### config.mk
export PLATFORM = sky130hd
export DESIGN_NAME = ccf_regs
export DESIGN_NICKNAME = d
export VERILOG_FILES = /design/src/logic/ccf_debounce.v /design/src/logic/ccf_regs.v
export VERILOG_INCLUDE_DIRS = /design/src /design/src/inc
export SDC_FILE = /design/constraint.sdc
export NUM_CORES = 1
export LEC_CHECK = 0
export BUFFER_PORTS_ARGS = -buffer_cell sky130_fd_sc_hd__buf_2
export CORE_ASPECT_RATIO = 0.5
export CORE_MARGIN = 2
export CORE_UTILIZATION = 25
export DETAILED_ROUTE_END_ITERATION = 16
export GPL_TIMING_DRIVEN = 0
export PLACE_DENSITY = 0.47
export SETUP_SLACK_MARGIN = 0.1
export SYNTH_ARGS = -nofsm -noshare
export SYNTH_HDL_FRONTEND = slang
export SYNTH_SLANG_ARGS = --single-unit
### constraint.sdc
create_clock -name clk_sys -period 5.2 [get_ports clk_sys]
set_input_delay 0.26 -clock clk_sys [delete_from_list [all_inputs] [get_ports clk_sys]]
set_output_delay 0.26 -clock clk_sys [all_outputs]
set_load 0.01 [all_outputs]
### src/inc/ccf_defs.vh
// ccf_defs.vh: register offsets, field positions, reset values and timing counts
// for the codec control/flag/filter/headset register bank; included by bare name.
`ifndef CCF_DEFS_VH
`define CCF_DEFS_VH

// register indices as printed; byte address is four times the index
`define CCF_IDX_WORD_OFFSET   8'h0A
`define CCF_IDX_OVF_PLL       8'h0B
`define CCF_IDX_FILTER        8'h0C
`define CCF_IDX_HEADSET_A     8'h0D
// added registers: interrupt status, mask, block inputs view
`define CCF_IDX_IRQ_STATUS    8'h20
`define CCF_IDX_IRQ_MASK      8'h21
`define CCF_IDX_FRAME_CTRL    8'h22

// reset values
`define CCF_RST_WORD_OFFSET   8'h00
`define CCF_RST_PLL_R         4'h1
`define CCF_RST_FILTER        8'h00
`define CCF_RST_HEADSET_A     8'h00

// field positions
`define CCF_OVF_LADC          7
`define CCF_OVF_RADC          6
`define CCF_OVF_LDAC          5
`define CCF_OVF_RDAC          4
`define CCF_HS_EN             7
`define CCF_HS_TYPE_HI        6
`define CCF_HS_TYPE_LO        5
`define CCF_HS_JACK_HI        4
`define CCF_HS_JACK_LO        2
`define CCF_HS_BTN_HI         1
`define CCF_HS_BTN_LO         0

// frame mode: transfer format codes
`define CCF_FMT_I2S           2'h0
`define CCF_FMT_DSP           2'h1

// timing: base tick is 1 ms at 40 MHz
`define CCF_CLK_HZ            40000000
`define CCF_TICK_MS           1
`define CCF_TICK_CYCLES       (`CCF_CLK_HZ / 1000 * `CCF_TICK_MS)
`define CCF_DEB_SAMPLES       8

`endif

### src/logic/ccf_debounce.v
// ccf_debounce.v: debounces one level input on a sample enable pulse.
// assumes the sample enable is a one-cycle pulse in the clk_sys domain.
`timescale 1ns/1ps
`include "ccf_defs.vh"

module ccf_debounce #(
    parameter SAMPLES = `CCF_DEB_SAMPLES
) (
    // clock and reset
    input  wire clk_sys,
    input  wire rst,
    // control
    input  wire enable,
    input  wire bypass,
    input  wire sample_en,
    input  wire raw_in,
    // result
    output reg  state_q
);

    reg [3:0] agree_q;

    always @(posedge clk_sys or posedge rst)
    begin
        if (rst)
        begin
            state_q <= 1'b0;
            agree_q <= 4'h0;
        end
        else if (!enable)
        begin
            state_q <= 1'b0;
            agree_q <= 4'h0;
        end
        else if (bypass)
        begin
            state_q <= raw_in;
            agree_q <= 4'h0;
        end
        else if (sample_en)
        begin
            if (raw_in == state_q)
                agree_q <= 4'h0;
            else if (agree_q == SAMPLES - 1)
            begin
                state_q <= raw_in;
                agree_q <= 4'h0;
            end
            else
                agree_q <= agree_q + 4'h1;
        end
    end

endmodule // ccf_debounce

### src/logic/ccf_regs.v
// ccf_regs.v: codec control register bank: word offset, overflow flags,
// digital filter controls, headset detection with debounce; AXI4-Lite slave.
// assumes inputs are synchronous to clk_sys and overflow pulses are one cycle.
`timescale 1ns/1ps
`include "ccf_defs.vh"

module ccf_regs #(
    parameter TICK_CYCLES = `CCF_TICK_CYCLES
) (
    // clock and reset
    input  wire        clk_sys,
    input  wire        rst,
    // axi4-lite write address
    input  wire [31:0] s_axi_awaddr,
    input  wire        s_axi_awvalid,
    output reg         s_axi_awready,
    // axi4-lite write data
    input  wire [31:0] s_axi_wdata,
    input  wire [3:0]  s_axi_wstrb,
    input  wire        s_axi_wvalid,
    output reg         s_axi_wready,
    // axi4-lite write response
    output reg  [1:0]  s_axi_bresp,
    output reg         s_axi_bvalid,
    input  wire        s_axi_bready,
    // axi4-lite read address
    input  wire [31:0] s_axi_araddr,
    input  wire        s_axi_arvalid,
    output reg         s_axi_arready,
    // axi4-lite read data
    output reg  [31:0] s_axi_rdata,
    output reg  [1:0]  s_axi_rresp,
    output reg         s_axi_rvalid,
    input  wire        s_axi_rready,
    // codec datapath events and frame context
    input  wire        ovf_ladc,
    input  wire        ovf_radc,
    input  wire        ovf_ldac,
    input  wire        ovf_rdac,
    input  wire [1:0]  xfer_format,
    input  wire        xfer_256clk,
    // headset sensing
    input  wire        jack_stereo_raw,
    input  wire        jack_cell_raw,
    input  wire        button_raw,
    // controls to datapath
    output reg  [7:0]  word_offset,
    output reg         offset_from_wclk_rise,
    output reg         offset_in_range,
    output reg  [3:0]  pll_r,
    output reg  [1:0]  hpf_left,
    output reg  [1:0]  hpf_right,
    output reg         effects_left_en,
    output reg         deemph_left_en,
    output reg         effects_right_en,
    output reg         deemph_right_en,
    output reg         headset_detect_en,
    output reg  [1:0]  headset_type,
    output reg         button_pressed,
    output reg         irq
);

    // registers
    reg [7:0] offset_q;
    reg [3:0] ovf_q;
    reg [3:0] pll_r_q;
    reg [7:0] filter_q;
    reg       hs_en_q;
    reg [2:0] jack_deb_q;
    reg [1:0] btn_deb_q;
    reg [1:0] irq_status_q;
    reg [1:0] irq_mask_q;
    reg       aw_hold_q;
    reg       w_hold_q;
    reg [31:0] awaddr_q;
    reg [31:0] wdata_q;
    reg [3:0]  wstrb_q;

    // tick generation: 1 ms base, then power-of-two prescale
    reg [31:0] tick_cnt_q;
    reg [6:0]  ms_cnt_q;
    reg        ms_tick_q;
    wire       ms_tick = (tick_cnt_q == TICK_CYCLES - 1);

    always @(posedge clk_sys or posedge rst)
    begin
        if (rst)
        begin
            tick_cnt_q <= 32'h0;
            ms_cnt_q   <= 7'h0;
            ms_tick_q  <= 1'b0;
        end
        else
        begin
            ms_tick_q <= ms_tick;
            if (ms_tick)
            begin
                tick_cnt_q <= 32'h0;
                ms_cnt_q   <= ms_cnt_q + 7'h1;
            end
            else
                tick_cnt_q <= tick_cnt_q + 32'h1;
        end
    end

    // jack sample period 2 ms << code (64 ms for codes 5-7), button 1 ms << (code-1), button code 0 bypassed
    reg [6:0] jack_mask;
    reg [6:0] btn_mask;
    always @*
    begin
        case (jack_deb_q)
            3'h0:    jack_mask = 7'h01;
            3'h1:    jack_mask = 7'h03;
            3'h2:    jack_mask = 7'h07;
            3'h3:    jack_mask = 7'h0F;
            3'h4:    jack_mask = 7'h1F;
            default: jack_mask = 7'h3F;
        endcase
        case (btn_deb_q)
            2'h2:    btn_mask = 7'h01;
            2'h3:    btn_mask = 7'h03;
            default: btn_mask = 7'h00;
        endcase
    end
    wire jack_sample = ms_tick_q && ((ms_cnt_q & jack_mask) == 7'h00);
    wire btn_sample  = ms_tick_q && ((ms_cnt_q & btn_mask) == 7'h00);

    // debouncers, stereo, cellular and button
    wire [2:0] deb_raw = {button_raw, jack_cell_raw, jack_stereo_raw};
    wire [2:0] deb_out;
    genvar gi;
    generate
        for (gi = 0; gi < 3; gi = gi + 1)
        begin : g_deb
            ccf_debounce #(
                .SAMPLES   (`CCF_DEB_SAMPLES)
            ) u_deb (
                .clk_sys   (clk_sys),
                .rst       (rst),
                .enable    (hs_en_q),
                .bypass    ((gi == 2) && (btn_deb_q == 2'h0)),
                .sample_en ((gi == 2) ? btn_sample : jack_sample),
                .raw_in    (deb_raw[gi]),
                .state_q   (deb_out[gi])
            );
        end
    endgenerate

    reg btn_prev_q;
    wire btn_event = deb_out[2] && !btn_prev_q;
    wire [3:0] ovf_in = {ovf_ladc, ovf_radc, ovf_ldac, ovf_rdac};

    // bus decode
    wire [7:0] w_idx = awaddr_q[9:2];
    wire       w_fire = aw_hold_q && w_hold_q && !s_axi_bvalid;
    wire       w_hit = (w_idx == `CCF_IDX_WORD_OFFSET) || (w_idx == `CCF_IDX_OVF_PLL) ||
                       (w_idx == `CCF_IDX_FILTER) || (w_idx == `CCF_IDX_HEADSET_A) ||
                       (w_idx == `CCF_IDX_IRQ_STATUS) || (w_idx == `CCF_IDX_IRQ_MASK) ||
                       (w_idx == `CCF_IDX_FRAME_CTRL);
    wire       wr_ok = w_fire && w_hit && (awaddr_q[31:10] == 22'h0) && wstrb_q[0];
    wire [7:0] wd = wdata_q[7:0];
    wire       r_fire = s_axi_arvalid && s_axi_arready;
    wire [7:0] r_idx = s_axi_araddr[9:2];
    wire       r_hi_ok = (s_axi_araddr[31:10] == 22'h0);
    wire       rd_ovf = r_fire && r_hi_ok && (r_idx == `CCF_IDX_OVF_PLL);

    reg [7:0] rd_val;
    reg       rd_hit;
    always @*
    begin
        rd_val = 8'h00;
        rd_hit = r_hi_ok;
        case (r_idx)
            `CCF_IDX_WORD_OFFSET: rd_val = offset_q;
            `CCF_IDX_OVF_PLL:     rd_val = {ovf_q, pll_r_q};
            `CCF_IDX_FILTER:      rd_val = filter_q;
            `CCF_IDX_HEADSET_A:   rd_val = {hs_en_q, headset_type, jack_deb_q, btn_deb_q};
            `CCF_IDX_IRQ_STATUS:  rd_val = {6'h00, irq_status_q};
            `CCF_IDX_IRQ_MASK:    rd_val = {6'h00, irq_mask_q};
            `CCF_IDX_FRAME_CTRL:  rd_val = {5'h00, offset_in_range, xfer_256clk,
                                            offset_from_wclk_rise};
            default:              rd_hit = 1'b0;
        endcase
    end

    // offset limit check per transfer mode
    reg [7:0] offset_max;
    always @*
    begin
        if (xfer_256clk)
            offset_max = (xfer_format == `CCF_FMT_DSP) ? 8'hF1 : 8'hF2;
        else
            offset_max = (xfer_format == `CCF_FMT_DSP) ? 8'h10 : 8'h11;
    end

    always @(posedge clk_sys or posedge rst)
    begin
        if (rst)
        begin
            s_axi_awready <= 1'b0;
            s_axi_wready  <= 1'b0;
            s_axi_bvalid  <= 1'b0;
            s_axi_bresp   <= 2'h0;
            s_axi_arready <= 1'b0;
            s_axi_rvalid  <= 1'b0;
            s_axi_rresp   <= 2'h0;
            s_axi_rdata   <= 32'h0;
            aw_hold_q     <= 1'b0;
            w_hold_q      <= 1'b0;
            awaddr_q      <= 32'h0;
            wdata_q       <= 32'h0;
            wstrb_q       <= 4'h0;
            offset_q      <= `CCF_RST_WORD_OFFSET;
            ovf_q         <= 4'h0;
            pll_r_q       <= `CCF_RST_PLL_R;
            filter_q      <= `CCF_RST_FILTER;
            hs_en_q       <= 1'b0;
            jack_deb_q    <= 3'h0;
            btn_deb_q     <= 2'h0;
            irq_status_q  <= 2'h0;
            irq_mask_q    <= 2'h0;
            btn_prev_q    <= 1'b0;
        end
        else
        begin
            // write channels taken independently, response after both
            s_axi_awready <= !aw_hold_q && !s_axi_awready && s_axi_awvalid;
            s_axi_wready  <= !w_hold_q && !s_axi_wready && s_axi_wvalid;
            if (s_axi_awvalid && s_axi_awready)
            begin
                aw_hold_q <= 1'b1;
                awaddr_q  <= s_axi_awaddr;
            end
            if (s_axi_wvalid && s_axi_wready)
            begin
                w_hold_q <= 1'b1;
                wdata_q  <= s_axi_wdata;
                wstrb_q  <= s_axi_wstrb;
            end
            if (w_fire)
            begin
                aw_hold_q    <= 1'b0;
                w_hold_q     <= 1'b0;
                s_axi_bvalid <= 1'b1;
                s_axi_bresp  <= (w_hit && (awaddr_q[31:10] == 22'h0)) ? 2'h0 : 2'h2;
            end
            else if (s_axi_bvalid && s_axi_bready)
                s_axi_bvalid <= 1'b0;

            s_axi_arready <= !s_axi_arready && !s_axi_rvalid && s_axi_arvalid;
            if (r_fire)
            begin
                s_axi_rvalid <= 1'b1;
                s_axi_rdata  <= {24'h0, rd_val};
                s_axi_rresp  <= rd_hit ? 2'h0 : 2'h2;
            end
            else if (s_axi_rvalid && s_axi_rready)
                s_axi_rvalid <= 1'b0;

            // register writes; flag bits and headset type not writable
            if (wr_ok)
            begin
                case (w_idx)
                    `CCF_IDX_WORD_OFFSET: offset_q <= wd;
                    `CCF_IDX_OVF_PLL:     pll_r_q  <= wd[3:0];
                    `CCF_IDX_FILTER:      filter_q <= wd;
                    `CCF_IDX_HEADSET_A:
                    begin
                        hs_en_q    <= wd[`CCF_HS_EN];
                        jack_deb_q <= wd[`CCF_HS_JACK_HI:`CCF_HS_JACK_LO];
                        btn_deb_q  <= wd[`CCF_HS_BTN_HI:`CCF_HS_BTN_LO];
                    end
                    `CCF_IDX_IRQ_MASK:    irq_mask_q <= wd[1:0];
                    default:              irq_mask_q <= irq_mask_q;
                endcase
            end

            // sticky flags: clear on read, new event wins
            ovf_q <= (rd_ovf ? 4'h0 : ovf_q) | ovf_in;

            // interrupt status: bit0 any overflow, bit1 button press
            btn_prev_q <= deb_out[2];
            irq_status_q <= (irq_status_q &
                            ~((wr_ok && (w_idx == `CCF_IDX_IRQ_STATUS)) ? wd[1:0] : 2'h0))
                            | {btn_event, |ovf_in};
        end
    end

    // outputs, all registered
    always @(posedge clk_sys or posedge rst)
    begin
        if (rst)
        begin
            word_offset           <= `CCF_RST_WORD_OFFSET;
            offset_from_wclk_rise <= 1'b0;
            offset_in_range       <= 1'b1;
            pll_r                 <= `CCF_RST_PLL_R;
            hpf_left              <= 2'h0;
            hpf_right             <= 2'h0;
            effects_left_en       <= 1'b0;
            deemph_left_en        <= 1'b0;
            effects_right_en      <= 1'b0;
            deemph_right_en       <= 1'b0;
            headset_detect_en     <= 1'b0;
            headset_type          <= 2'h0;
            button_pressed        <= 1'b0;
            irq                   <= 1'b0;
        end
        else
        begin
            word_offset           <= offset_q;
            offset_from_wclk_rise <= (xfer_format == `CCF_FMT_DSP);
            offset_in_range       <= (offset_q <= offset_max);
            pll_r                 <= pll_r_q;
            hpf_left              <= filter_q[7:6];
            hpf_right             <= filter_q[5:4];
            effects_left_en       <= filter_q[3];
            deemph_left_en        <= filter_q[2];
            effects_right_en      <= filter_q[1];
            deemph_right_en       <= filter_q[0];
            headset_detect_en     <= hs_en_q;
            headset_type          <= {deb_out[1], deb_out[0]};
            button_pressed        <= deb_out[2];
            irq                   <= |(irq_status_q & irq_mask_q);
        end
    end

endmodule // ccf_regs

Word level (Yosys, flattened, before mapping)
Cells that the tools add are included.

storage, ports and cells
  output and inout port bits = 68
  bits in writable memories = 0
  logic and storage cells = 198
  bits in latches = 0
  bits in read-only memories = 0
  memories = 0
  input bits = 117
  register bits = 176

operators by class
  $add $sub $neg = 5
  multiply operators = 0
  divide/modulo/power cells = 0
  mux-type cells = 46
  equality and inequality tests = 36
  order comparisons = 1
  shift operators = 0
  reductions and logical operators = 58
  bitwise gates (word level) = 7

operators with widths
  operator                 count
  $eq A8 B4 Y1 const B     8
  $mux W4                  14
  $pmux W8 S7              1
  $eq A8 B6 Y1 const B     6
  $logic_not A22 Y1        2
  $add A32 B1 Y32 const B  1
  $eq A32 B16 Y1 const B   1
  $mux W32                 1
  $pmux W6 S5              1
  $logic_and A1 B1 Y1      23
  $mux W1                  23
  $and A7 B7 Y7            2
  $logic_not A7 Y1         2
  $add A4 B1 Y4 const B    3
  $eq A4 B3 Y1 const B     3
  $reduce_and A2 Y1        5
  $reduce_and A3 Y1        3
  $le A8 B8 Y1             1
  $logic_not A1 Y1         8
  $mux W2                  4
  $mux W8                  1
  $reduce_bool A2 Y1       4
  $add A7 B1 Y7 const B    1
  $reduce_or A7 Y1         1
  other kinds (20)         34

Longest topological paths before layout
Gate-level depths: netlist (run 1).

  depth after elaboration = 15
  depth in mapped cells = 7

Cells and area by module
A second synthesis (run 1) with hierarchy kept.

unflattened totals
  cells, all modules = 637
  area, all modules = 7633.6 um2

by module, submodules not included
  module        cells each  instances  sequential area each (um2)  area an instance (um2)
  ccf_regs      538         1          3907.5                      6702.7
  ccf_debounce  33          3          125.1                       310.3

Least setup slack after synthesis (run 1)
OpenSTA, ideal clock, no wires.

  path kind = reg-to-reg
  start = register awaddr_q[3]
  end = register offset_q[0]
  path buffers = 0
  arrival time = 1.759 ns
  path slack = 3.316 ns
  data required time = 5.075 ns
  stages on the path, launching flop included = 5
  setup time = 0.125 ns
  cells stage by stage = dfrtp_1 a2111o_1 a211oi_4 nand3_2 mux2_2

between the ends
  word-level cells in the longest chain between the ends = 11

RTL lines
  item                                    RTL line        RTL
  start: declaration                      ccf_regs.v:75   reg [31:0] awaddr_q;
  start signal: assignment                ccf_regs.v:232  awaddr_q <= s_axi_awaddr;
  $eq A8 B4 Y1, on equally long branches  -
  $logic_or A1 B1 Y1 (6 in a row)         ccf_regs.v:156  wire w_hit = (w_idx == `CCF_IDX_WORD_OFFSET) || (w_idx == `CCF_IDX_OVF_PLL) ||
  $logic_and A1 B1 Y1 (3 in a row)        ccf_regs.v:160  wire wr_ok = w_fire && w_hit && (awaddr_q[31:10] == 22'h0) && wstrb_q[0];
  $reduce_and A2 Y1 (no source line) (*)  -
  end signal: assignment                  ccf_regs.v:213  offset_q <= `CCF_RST_WORD_OFFSET;
  end signal: assignment                  ccf_regs.v:264  `CCF_IDX_WORD_OFFSET: offset_q <= wd;
  end: declaration                        ccf_regs.v:64   reg [7:0] offset_q;

Mark *: on every way between the ends. The rest lies on a longest branch, timed or not.
A chain may end at the register's enable or synchronous reset.

Worst setup path after layout (run 1)
  start = register awaddr_q[11]
  end = register offset_q[5]

between the ends
  word-level cells in the longest chain between the ends = 4

RTL lines
  item                                RTL line
  $logic_not A22 Y1                   ccf_regs.v:160
  $logic_and A1 B1 Y1 (2 in a row)    ccf_regs.v:160
  $reduce_and A2 Y1 (no source line)  -

No other way between the ends.

==> summary.txt, run 1 <==
Min path
  – Worst Hold Class: in2reg

Critical path
  – Top delay family on crit path: simple AND/OR/NAND/NOR gates
  – CP Depth: 5
  – Reg-to-Reg Start: awaddr_q[11]
  – Maximum fanout along the worst path: 8
  – RR Endpoint: offset_q[5]
  – R2R setup slack: 2740 ps
  – Worst Setup End Kind: flop
  – Critical Path Slowest Stage Cell: a211oi_4
  – CP Cell Sequence: nor4_1, nand4_1, a211oi_4, nand3_2, mux2_2
  – Worst path max stage delay: 490 ps
  – CP startpoint kind: flop
  – CP arrival: 2760 ps
  – CP Class: reg2reg
  – CP endpoint: offset_q[5]
  – WP data required: 5500 ps
  – Critical Path Start: awaddr_q[11]
  – Worst path bufs/invs: 0
  – Worst-case reg-to-reg path depth: 5

Placed design
  – Dpl cell area: 8870 um2
  – IO buf count: 125
  – DP Wirelength: 14,000 um
  – Routability Congestion: 0.801

Floorplan
  – Starting Density: 25.2%
  – Site Rows: 45
  – Core ar.: 30,200 um2
  – Die area: 32,000 um2
  – Ports: 185
  – Die H: 127 um
  – Die X-Extent: 251 um

Drt
  – DR pass1 iterations: 4
  – Vias per cell: 4.38
  – Vias post-DR: 5,345
  – Remaining DRCs: 0
  – WL final: 18,500 um
  – Initial drt markers: 381
  – Drt wl/cell: 15.2 um
  – Final ANT Viol Nets: 0

Final layout
  – Layout area overhead: 24.0%
  – Share of layout cells above drive strength 1: 32.2%
  – Final Core Density: 31.3%
  – Final instance area: 9450 um2
  – Nets: 935

Timing
  – RSZ-0062 raised after global routing: no
  – Slew Viols, Final: 0
  – Clock skew: 7.03 ps
  – Setup-failing EPs final: 0
  – Final min period: 2460 ps
  – Period utilisation layout: 47.3%
  – Worst Max-Slew Pin Slew: 824 ps
  – Fmax: 0.407 GHz
  – Worst slew margin: 45.1%
  – Fin. Hold Viols: 0

Flow run
  – MaxCap Viol Count: 0

Clock tree
  – Clk pin slew, worst setup/hold paths: 70 ps
  – CTS tree: done
  – Post-CTS setup buffers: 0
  – Clock sink total: 171
  – H-tree Lvls: 4
  – Clock Root Buffer: clkbuf_16
  – Clock Latency Late Sink: 420 ps
  – CTS Buf Count: 17
  – Cts repair resizes: 0
  – Cts hold-fix bufs: 2
  – Max clock buf depth: 2

GRT
  – Routing usage on met2: 20.1%
  – First-pass GRT wire length: 29,900 um
  – Total GRT Usage: 12.0%
  – M3 GR Usage: 2.55%
  – Met1 usage: 15.6%
  – Top Usage Layer GRT: met2
  – Initial antenna violation count: 1
  – Vias in the first global route: 5,475
  – Largest net degree at the start of global routing: 97
  – Grt ovf: 0

Synth
  – Sequential fraction of the synthesis area: 56.2%
  – Yosys warns: 0
  – Synthesis-stage register bit count: 171
  – Library cells used by synthesis: 56
  – Syn_area_per_cell: 12.0 um2
  – Synth area leaders: dfrtp_1 (55%), mux2_2 (10%), xnor2_1 (3.0%), buf_4 (2.6%), mux2i_1 (2.2%)
  – Mapped Area: 7620 um2
  – Post-synth top area share: 55.2%
  – Asr flop ratio synth: 100%
  – Post-synth EDFFs: 0
  – Ys flop type: dfrtp_1
  – Mapped Cells: 635
  – Area leader, netlist: dfrtp_1

Status
  – Outcome: finished, final reports clean

Power
  – Leakage: 4.44 nW
  – Pwr Density: 342 nW/um2
  – VDD IR max: 228 uV
[final cells by class]
type                    count  area (um2)
diodes                      1        2.50
plain buffers              42         256
clock buffers              18         439
clock inverters            14         116
fillers                  3116       20700
inverters                  16        67.6
multi-input cells         431        3110
flip-flops and latches    171        4280
well taps                 399         499
repair buffers            128         673
[metal layers]
metal	share of wire [%]	routed length, um	vias up
met5	0	0	-
met4	1.3	245	0
met3	3.5	644	16
met2	50	9170	87
met1	46	8450	2663
li1	-	-	2579
[cell families (layout without fill, tap and decap cells)]
| logic type | after synthesis | count (layout) | share of synthesized area [%] |
|---|---|---|---|
| XOR/XNOR | 35 | 35 | 4.02 |
| AO/OA/AOI/OAI | 78 | 78 | 7.14 |
| multiplexers | 86 | 86 | 12.4 |
| flip-flops | 171 | 171 | 56.2 |
| adder cells (fa/ha/maj) | 11 | 11 | 1.81 |
| AND/OR/NAND/NOR | 195 | 195 | 14.2 |
| other | 1 | 27 | 0.0492 |
| buffers and inverters | 58 | 218 | 4.15 |
[flip-flops by register name, summed over array words and instances (netlist names), 2 cells and up]
name                 count
awaddr_q                30
btn_deb_q                2
filter_q                 8
g_deb.u_deb.agree_q     12
g_deb.u_deb.state_q      3
headset_type             2
hpf_left                 2
hpf_right                2
irq_mask_q               2
irq_status_q             2
jack_deb_q               3
ms_cnt_q                 6
offset_q                 8
ovf_q                    4
pll_r                    4
pll_r_q                  4
s_axi_rdata              8
tick_cnt_q              32
wdata_q                  8
word_offset              8
[cells in the mapped netlist (3+ instances only)]
| library cell | count |
|---|---|
| a21boi_0 | 5 |
| a21o_1 | 10 |
| a21oi_1 | 8 |
| and2_1 | 8 |
| and3_1 | 6 |
| and4_1 | 6 |
| buf_4 | 26 |
| clkbuf_1 | 14 |
| dfrtp_1 | 168 |
| dfstp_2 | 3 |
| ha_1 | 11 |
| inv_1 | 16 |
| mux2_2 | 69 |
| mux2i_1 | 17 |
| nand2_1 | 44 |
| nand2b_1 | 4 |
| nand3_1 | 26 |
| nand3_2 | 3 |
| nand3b_1 | 5 |
| nand4_1 | 15 |
| nand4b_1 | 3 |
| nor2_1 | 23 |
| nor2b_1 | 6 |
| nor3_1 | 10 |
| nor3b_1 | 4 |
| nor4_1 | 17 |
| o21ai_0 | 24 |
| o22a_1 | 6 |
| o22ai_1 | 3 |
| o32a_1 | 3 |
| o41ai_1 | 3 |
| or3_1 | 7 |
| xnor2_1 | 26 |
| xor2_1 | 9 |
[placed cells by master, fill, tap and decap left out, drive strengths merged, types with 5 or more instances in the layout]
cell type  synthesis  final
nor2b              6      6
ha                11     11
o22a               6      6
clkbuf            14     32
mux2i             17     17
dfrtp            168    168
buf               28    154
nand3             29     29
nand4             15     15
xor2               9      9
conb               1     26
a21oi              8      8
or3                7      7
nor3              10     10
o21ai             24     24
inv               16     19
a21boi             5      5
clkinv             0      7
xnor2             26     26
a21o              10     10
nor4              18     18
and2               9      9
and3               6      6
nor2              23     23
mux2              69     69
and4               6      6
nand3b             5      5
nand2             44     44
[worst min-delay path by stage]
stage	start	end	slack (ps)	depth (start not counted)
3_5_place_dp	rst	s_axi_awready	360	2
3_3_place_gp	pll_r_q[0]	pll_r[0]	370	0
4_1_cts	ovf_radc	ovf_q[2]	10	2
6_report	ovf_radc	ovf_q[2]	30	2
2_1_floorplan	ovf_rdac	ovf_q[0]	350	1
5_1_grt	ovf_ldac	ovf_q[1]	20	2
[power by group]
group	internal, mW	leakage, nW	total [mW]	switching (mW)
Combinational	0.219	1.94	0.400	0.181
Sequential	1.50	2.23	1.65	0.141
Clock	0.633	0.261	1.19	0.555
[stage by stage]
step / hold slack [ps] / std cells / setup WS [ps] / power, mW / TNS [ps]
2_1_floorplan: 352 / 660 / 313 / 1.92 / 0
3_3_place_gp: 370 / 1184 / -1850 / 2.06 / -309030
3_5_place_dp: 364 / 1185 / 2700 / 2.08 / 0
4_1_cts: 10.5 / 1219 / 2670 / 3.29 / 0
5_1_grt: 21.2 / 1219 / 2630 / 3.42 / 0
6_report: 33.7 / 1220 / 2740 / 3.23 / 0
No activity file was read; power rests on OpenSTA's default activity.
==> run 2, diff against run 1 <==
==> constraint.sdc (replaced) <==
create_clock -name clk_sys -period 2 [get_ports clk_sys]
set_input_delay 0.1 -clock clk_sys [delete_from_list [all_inputs] [get_ports clk_sys]]
set_output_delay 0.1 -clock clk_sys [all_outputs]
set_load 0.01 [all_outputs]
==> run 2 against run 1 <==
  * Combinational power grew to 3.0 times the previous value
  * The run now ends with negative setup slack left
  * Largest cell class unchanged
  * Cell area grew 9.3%
  * Critical endpoint unchanged
  * First-iteration DRC count decreased by 54%
==> summary.txt, run 2 (same netlist as run 1, synthesis figures left out) <==
Placed design
  – DP Wirelength: 14,300 um (+2.7%)
  – Setup WS pre-CTS: -483 ps (-3190 ps)
  – Placed Cells: 1,188 (+0.25%)
  – IO buf count: 125 (unchanged)
  – Routability Congestion: 0.783 (-2.2%)

GRT
  – Total GRT Usage: 12.4% (+0.41 points)
  – Initial antenna violation count: 0 (-1)
  – Vias in the first global route: 5,670 (+3.6%)
  – Largest net degree at the start of global routing: 42 (-57%)
  – First-pass GRT wire length: 30,800 um (+3.2%)
  – Grt ovf: 0 (unchanged)

Power
  – Combinational power share: 13.2% (+0.8 points)
  – Leakage: 4.82 nW (+8.6%)
  – Part of the power in registers: 48.8% (-2.1 points)
  – Sw power: 2.37 mW (+170%)
  – Pwr Density: 872 nW/um2 (+150%)
  – Switching part of the total: 26.4% (-0.75 points)
  – Clock power share: 38.0% (+1.3 points)
  – VDD IR max: 575 uV (+150%)
  – P_int: 6.63 mW (+180%)
  – Post-route total power: 9.00 mW (+180%)

Clock tree
  – Clock Latency Late Sink: 430 ps (about the same)
  – Max clock buf depth: 2 (unchanged)
  – Clk pin slew, worst setup/hold paths: 70 ps (about the same)
  – H-tree Lvls: 4 (unchanged)
  – CTS Buf Count: 17 (unchanged)
  – CTS tree: done
  – Clock sink total: 171 (unchanged)
  – Clock Root Buffer: clkbuf_16

Critical path
  – WP data required: 2310 ps (-3190 ps)
  – CP Cell Sequence: a2111o_1, a211oi_4, buf_12, nand3_4, mux2_2
  – CP startpoint kind: flop
  – CP Class: reg2reg
  – Worst Setup End Kind: flop
  – CP arrival: 2310 ps (-450 ps)
  – Maximum fanout along the worst path: 8 (unchanged)
  – Worst path max stage delay: 470 ps (-20 ps)
  – Critical Path Slowest Stage Cell: a2111o_1

Timing
  – Final min period: 2000 ps (-455 ps)
  – Worst slew margin: 51.2% (+6.1 points)
  – Setup-failing EPs final: 1 (+1)
  – RSZ-0062 raised after global routing: yes
  – Clock skew: 12.0 ps (+4.96 ps)
  – Worst Max-Slew Pin Slew: 733 ps (-91.2 ps)
  – Post-Route Setup TNS: -1.90 ps (-1.90 ps)
  – Period utilisation layout: 100% (+53 points)
  – Fin worst setup slack: -1.90 ps (-2740 ps)
  – Slew Viols, Final: 0 (unchanged)
  – Fin. Hold Viols: 0 (unchanged)
  – Fmax: 0.500 GHz (+23%)

Floorplan
  – Site Rows: 45 (unchanged)
  – Die area: 32,000 um2 (unchanged)
  – Die H: 127 um (unchanged)
  – Die X-Extent: 251 um (unchanged)
  – Ports: 185 (unchanged)
  – Core ar.: 30,200 um2 (unchanged)
  – Starting Density: 25.2% (unchanged)

Final layout
  – Fillers: 3,022 (-3.0%)
  – Max reg flops: 32 (unchanged)
  – Biggest regs: tick_cnt_q: 32 flops, awaddr_q: 30 flops, g_deb.u_deb.agree_q: 12 flops
  – Top reg by flops: tick_cnt_q
  – Multi-input gate area: 3300 um2 (+5.8%)
  – Nets: 997 (+6.6%)
  – Reg area: 4290 um2 (about the same)
  – Share of layout cells above drive strength 1: 33.3% (+1.1 points)
  – Fin cells: 1,281 (+5.0%)
  – Commonest non-fill, non-tap cell in the layout: dfrtp_1
  – Total inserted antenna cells: 0 (-1)
  – Commonest non-fill, non-tap cells in the layout: dfrtp_1 (165), buf_2 (126), mux2_2 (69)
  – Layout area overhead: 35.5%

Status
  – Outcome: finished with violations
  – Failing checks: negative setup slack

Drt
  – DR pass1 iterations: 6 (+2)
  – Final ANT Viol Nets: 0 (unchanged)
  – WL final: 19,300 um (+4.5%)
  – Remaining DRCs: 0 (unchanged)
  – Initial drt markers: 174 (-54%)
  – Drt wl/cell: 15.1 um (-0.50%)
  – Vias post-DR: 5,558 (+4.0%)
  – Vias per cell: 4.34 (-0.97%)

Flow run
  – MaxCap Viol Count: 0 (unchanged)

Min path
  – Worst Hold Class: in2reg
[run 2: layout make-up]
class	instances	share of cell area, %
buffer	42	2.56
clock buffer	21	4.46
inverter	16	0.618
timing repair buffer	190	12.7
tap	399	4.83
sequential	171	41.5
clock inverter	11	1.41
multi-input combinational	431	31.9
[run 2: final timing paths]
check,end,slack [ps],depth (start not counted),startpoint
worst max-delay path,offset_q[5],-2,5,awaddr_q[3]
worst min-delay path,s_axi_rresp[1],50,4,s_axi_araddr[17]
worst max register to register,offset_q[5],-2,5,awaddr_q[3]
worst min register to register,pll_r[0],370,0,pll_r_q[0]
max in group asynchronous,tick_cnt_q[7],800,5,rst
min in group asynchronous,wdata_q[3],330,3,rst
[run 2: layer usage]
layer,part of all wire [%],GRT usage (%)
met4,1.0,3.57
met1,46,15.6
met5,0,0
met2,51,21.7
met3,2.3,2.77
[run 2: what timing repair did]
item	4_1_cts	5_1_grt
endpoints found under the setup margin	55	62
hold buffers	54	0
endpoints found under the hold margin	80	0
setup buffers	2	5
pin swaps	4	7
resized for setup	21	16
[run 2: power by group through the flow]
stage | logic (mW) | clock network (mW) | registers [mW]
2_1_floorplan | 0.762 | 0 | 4.22
3_3_place_gp | 1.02 | 0 | 4.34
3_5_place_dp | 1.08 | 0 | 4.36
4_1_cts | 1.21 | 3.51 | 4.38
5_1_grt | 1.32 | 3.67 | 4.47
6_report | 1.19 | 3.42 | 4.39
[run 2: worst max-delay path: cells and delay by family (launching register included)]
kind,cells,cell delay (ps)
buffers and inverters,1,170
multiplexers,1,340
flip-flops,1,430
AO/OA/AOI/OAI,2,770
AND/OR/NAND/NOR,1,160
[run 2: stage by stage]
stage	util (%)	cell area, um2	hold slack (ps)
finish	34.2	10300	46.0
global placement	29.3	8840	280
CTS	33.8	10200	33.5
global route	34.2	10300	92.8
floorplan	-	7720	192
detailed placement	29.6	8920	252
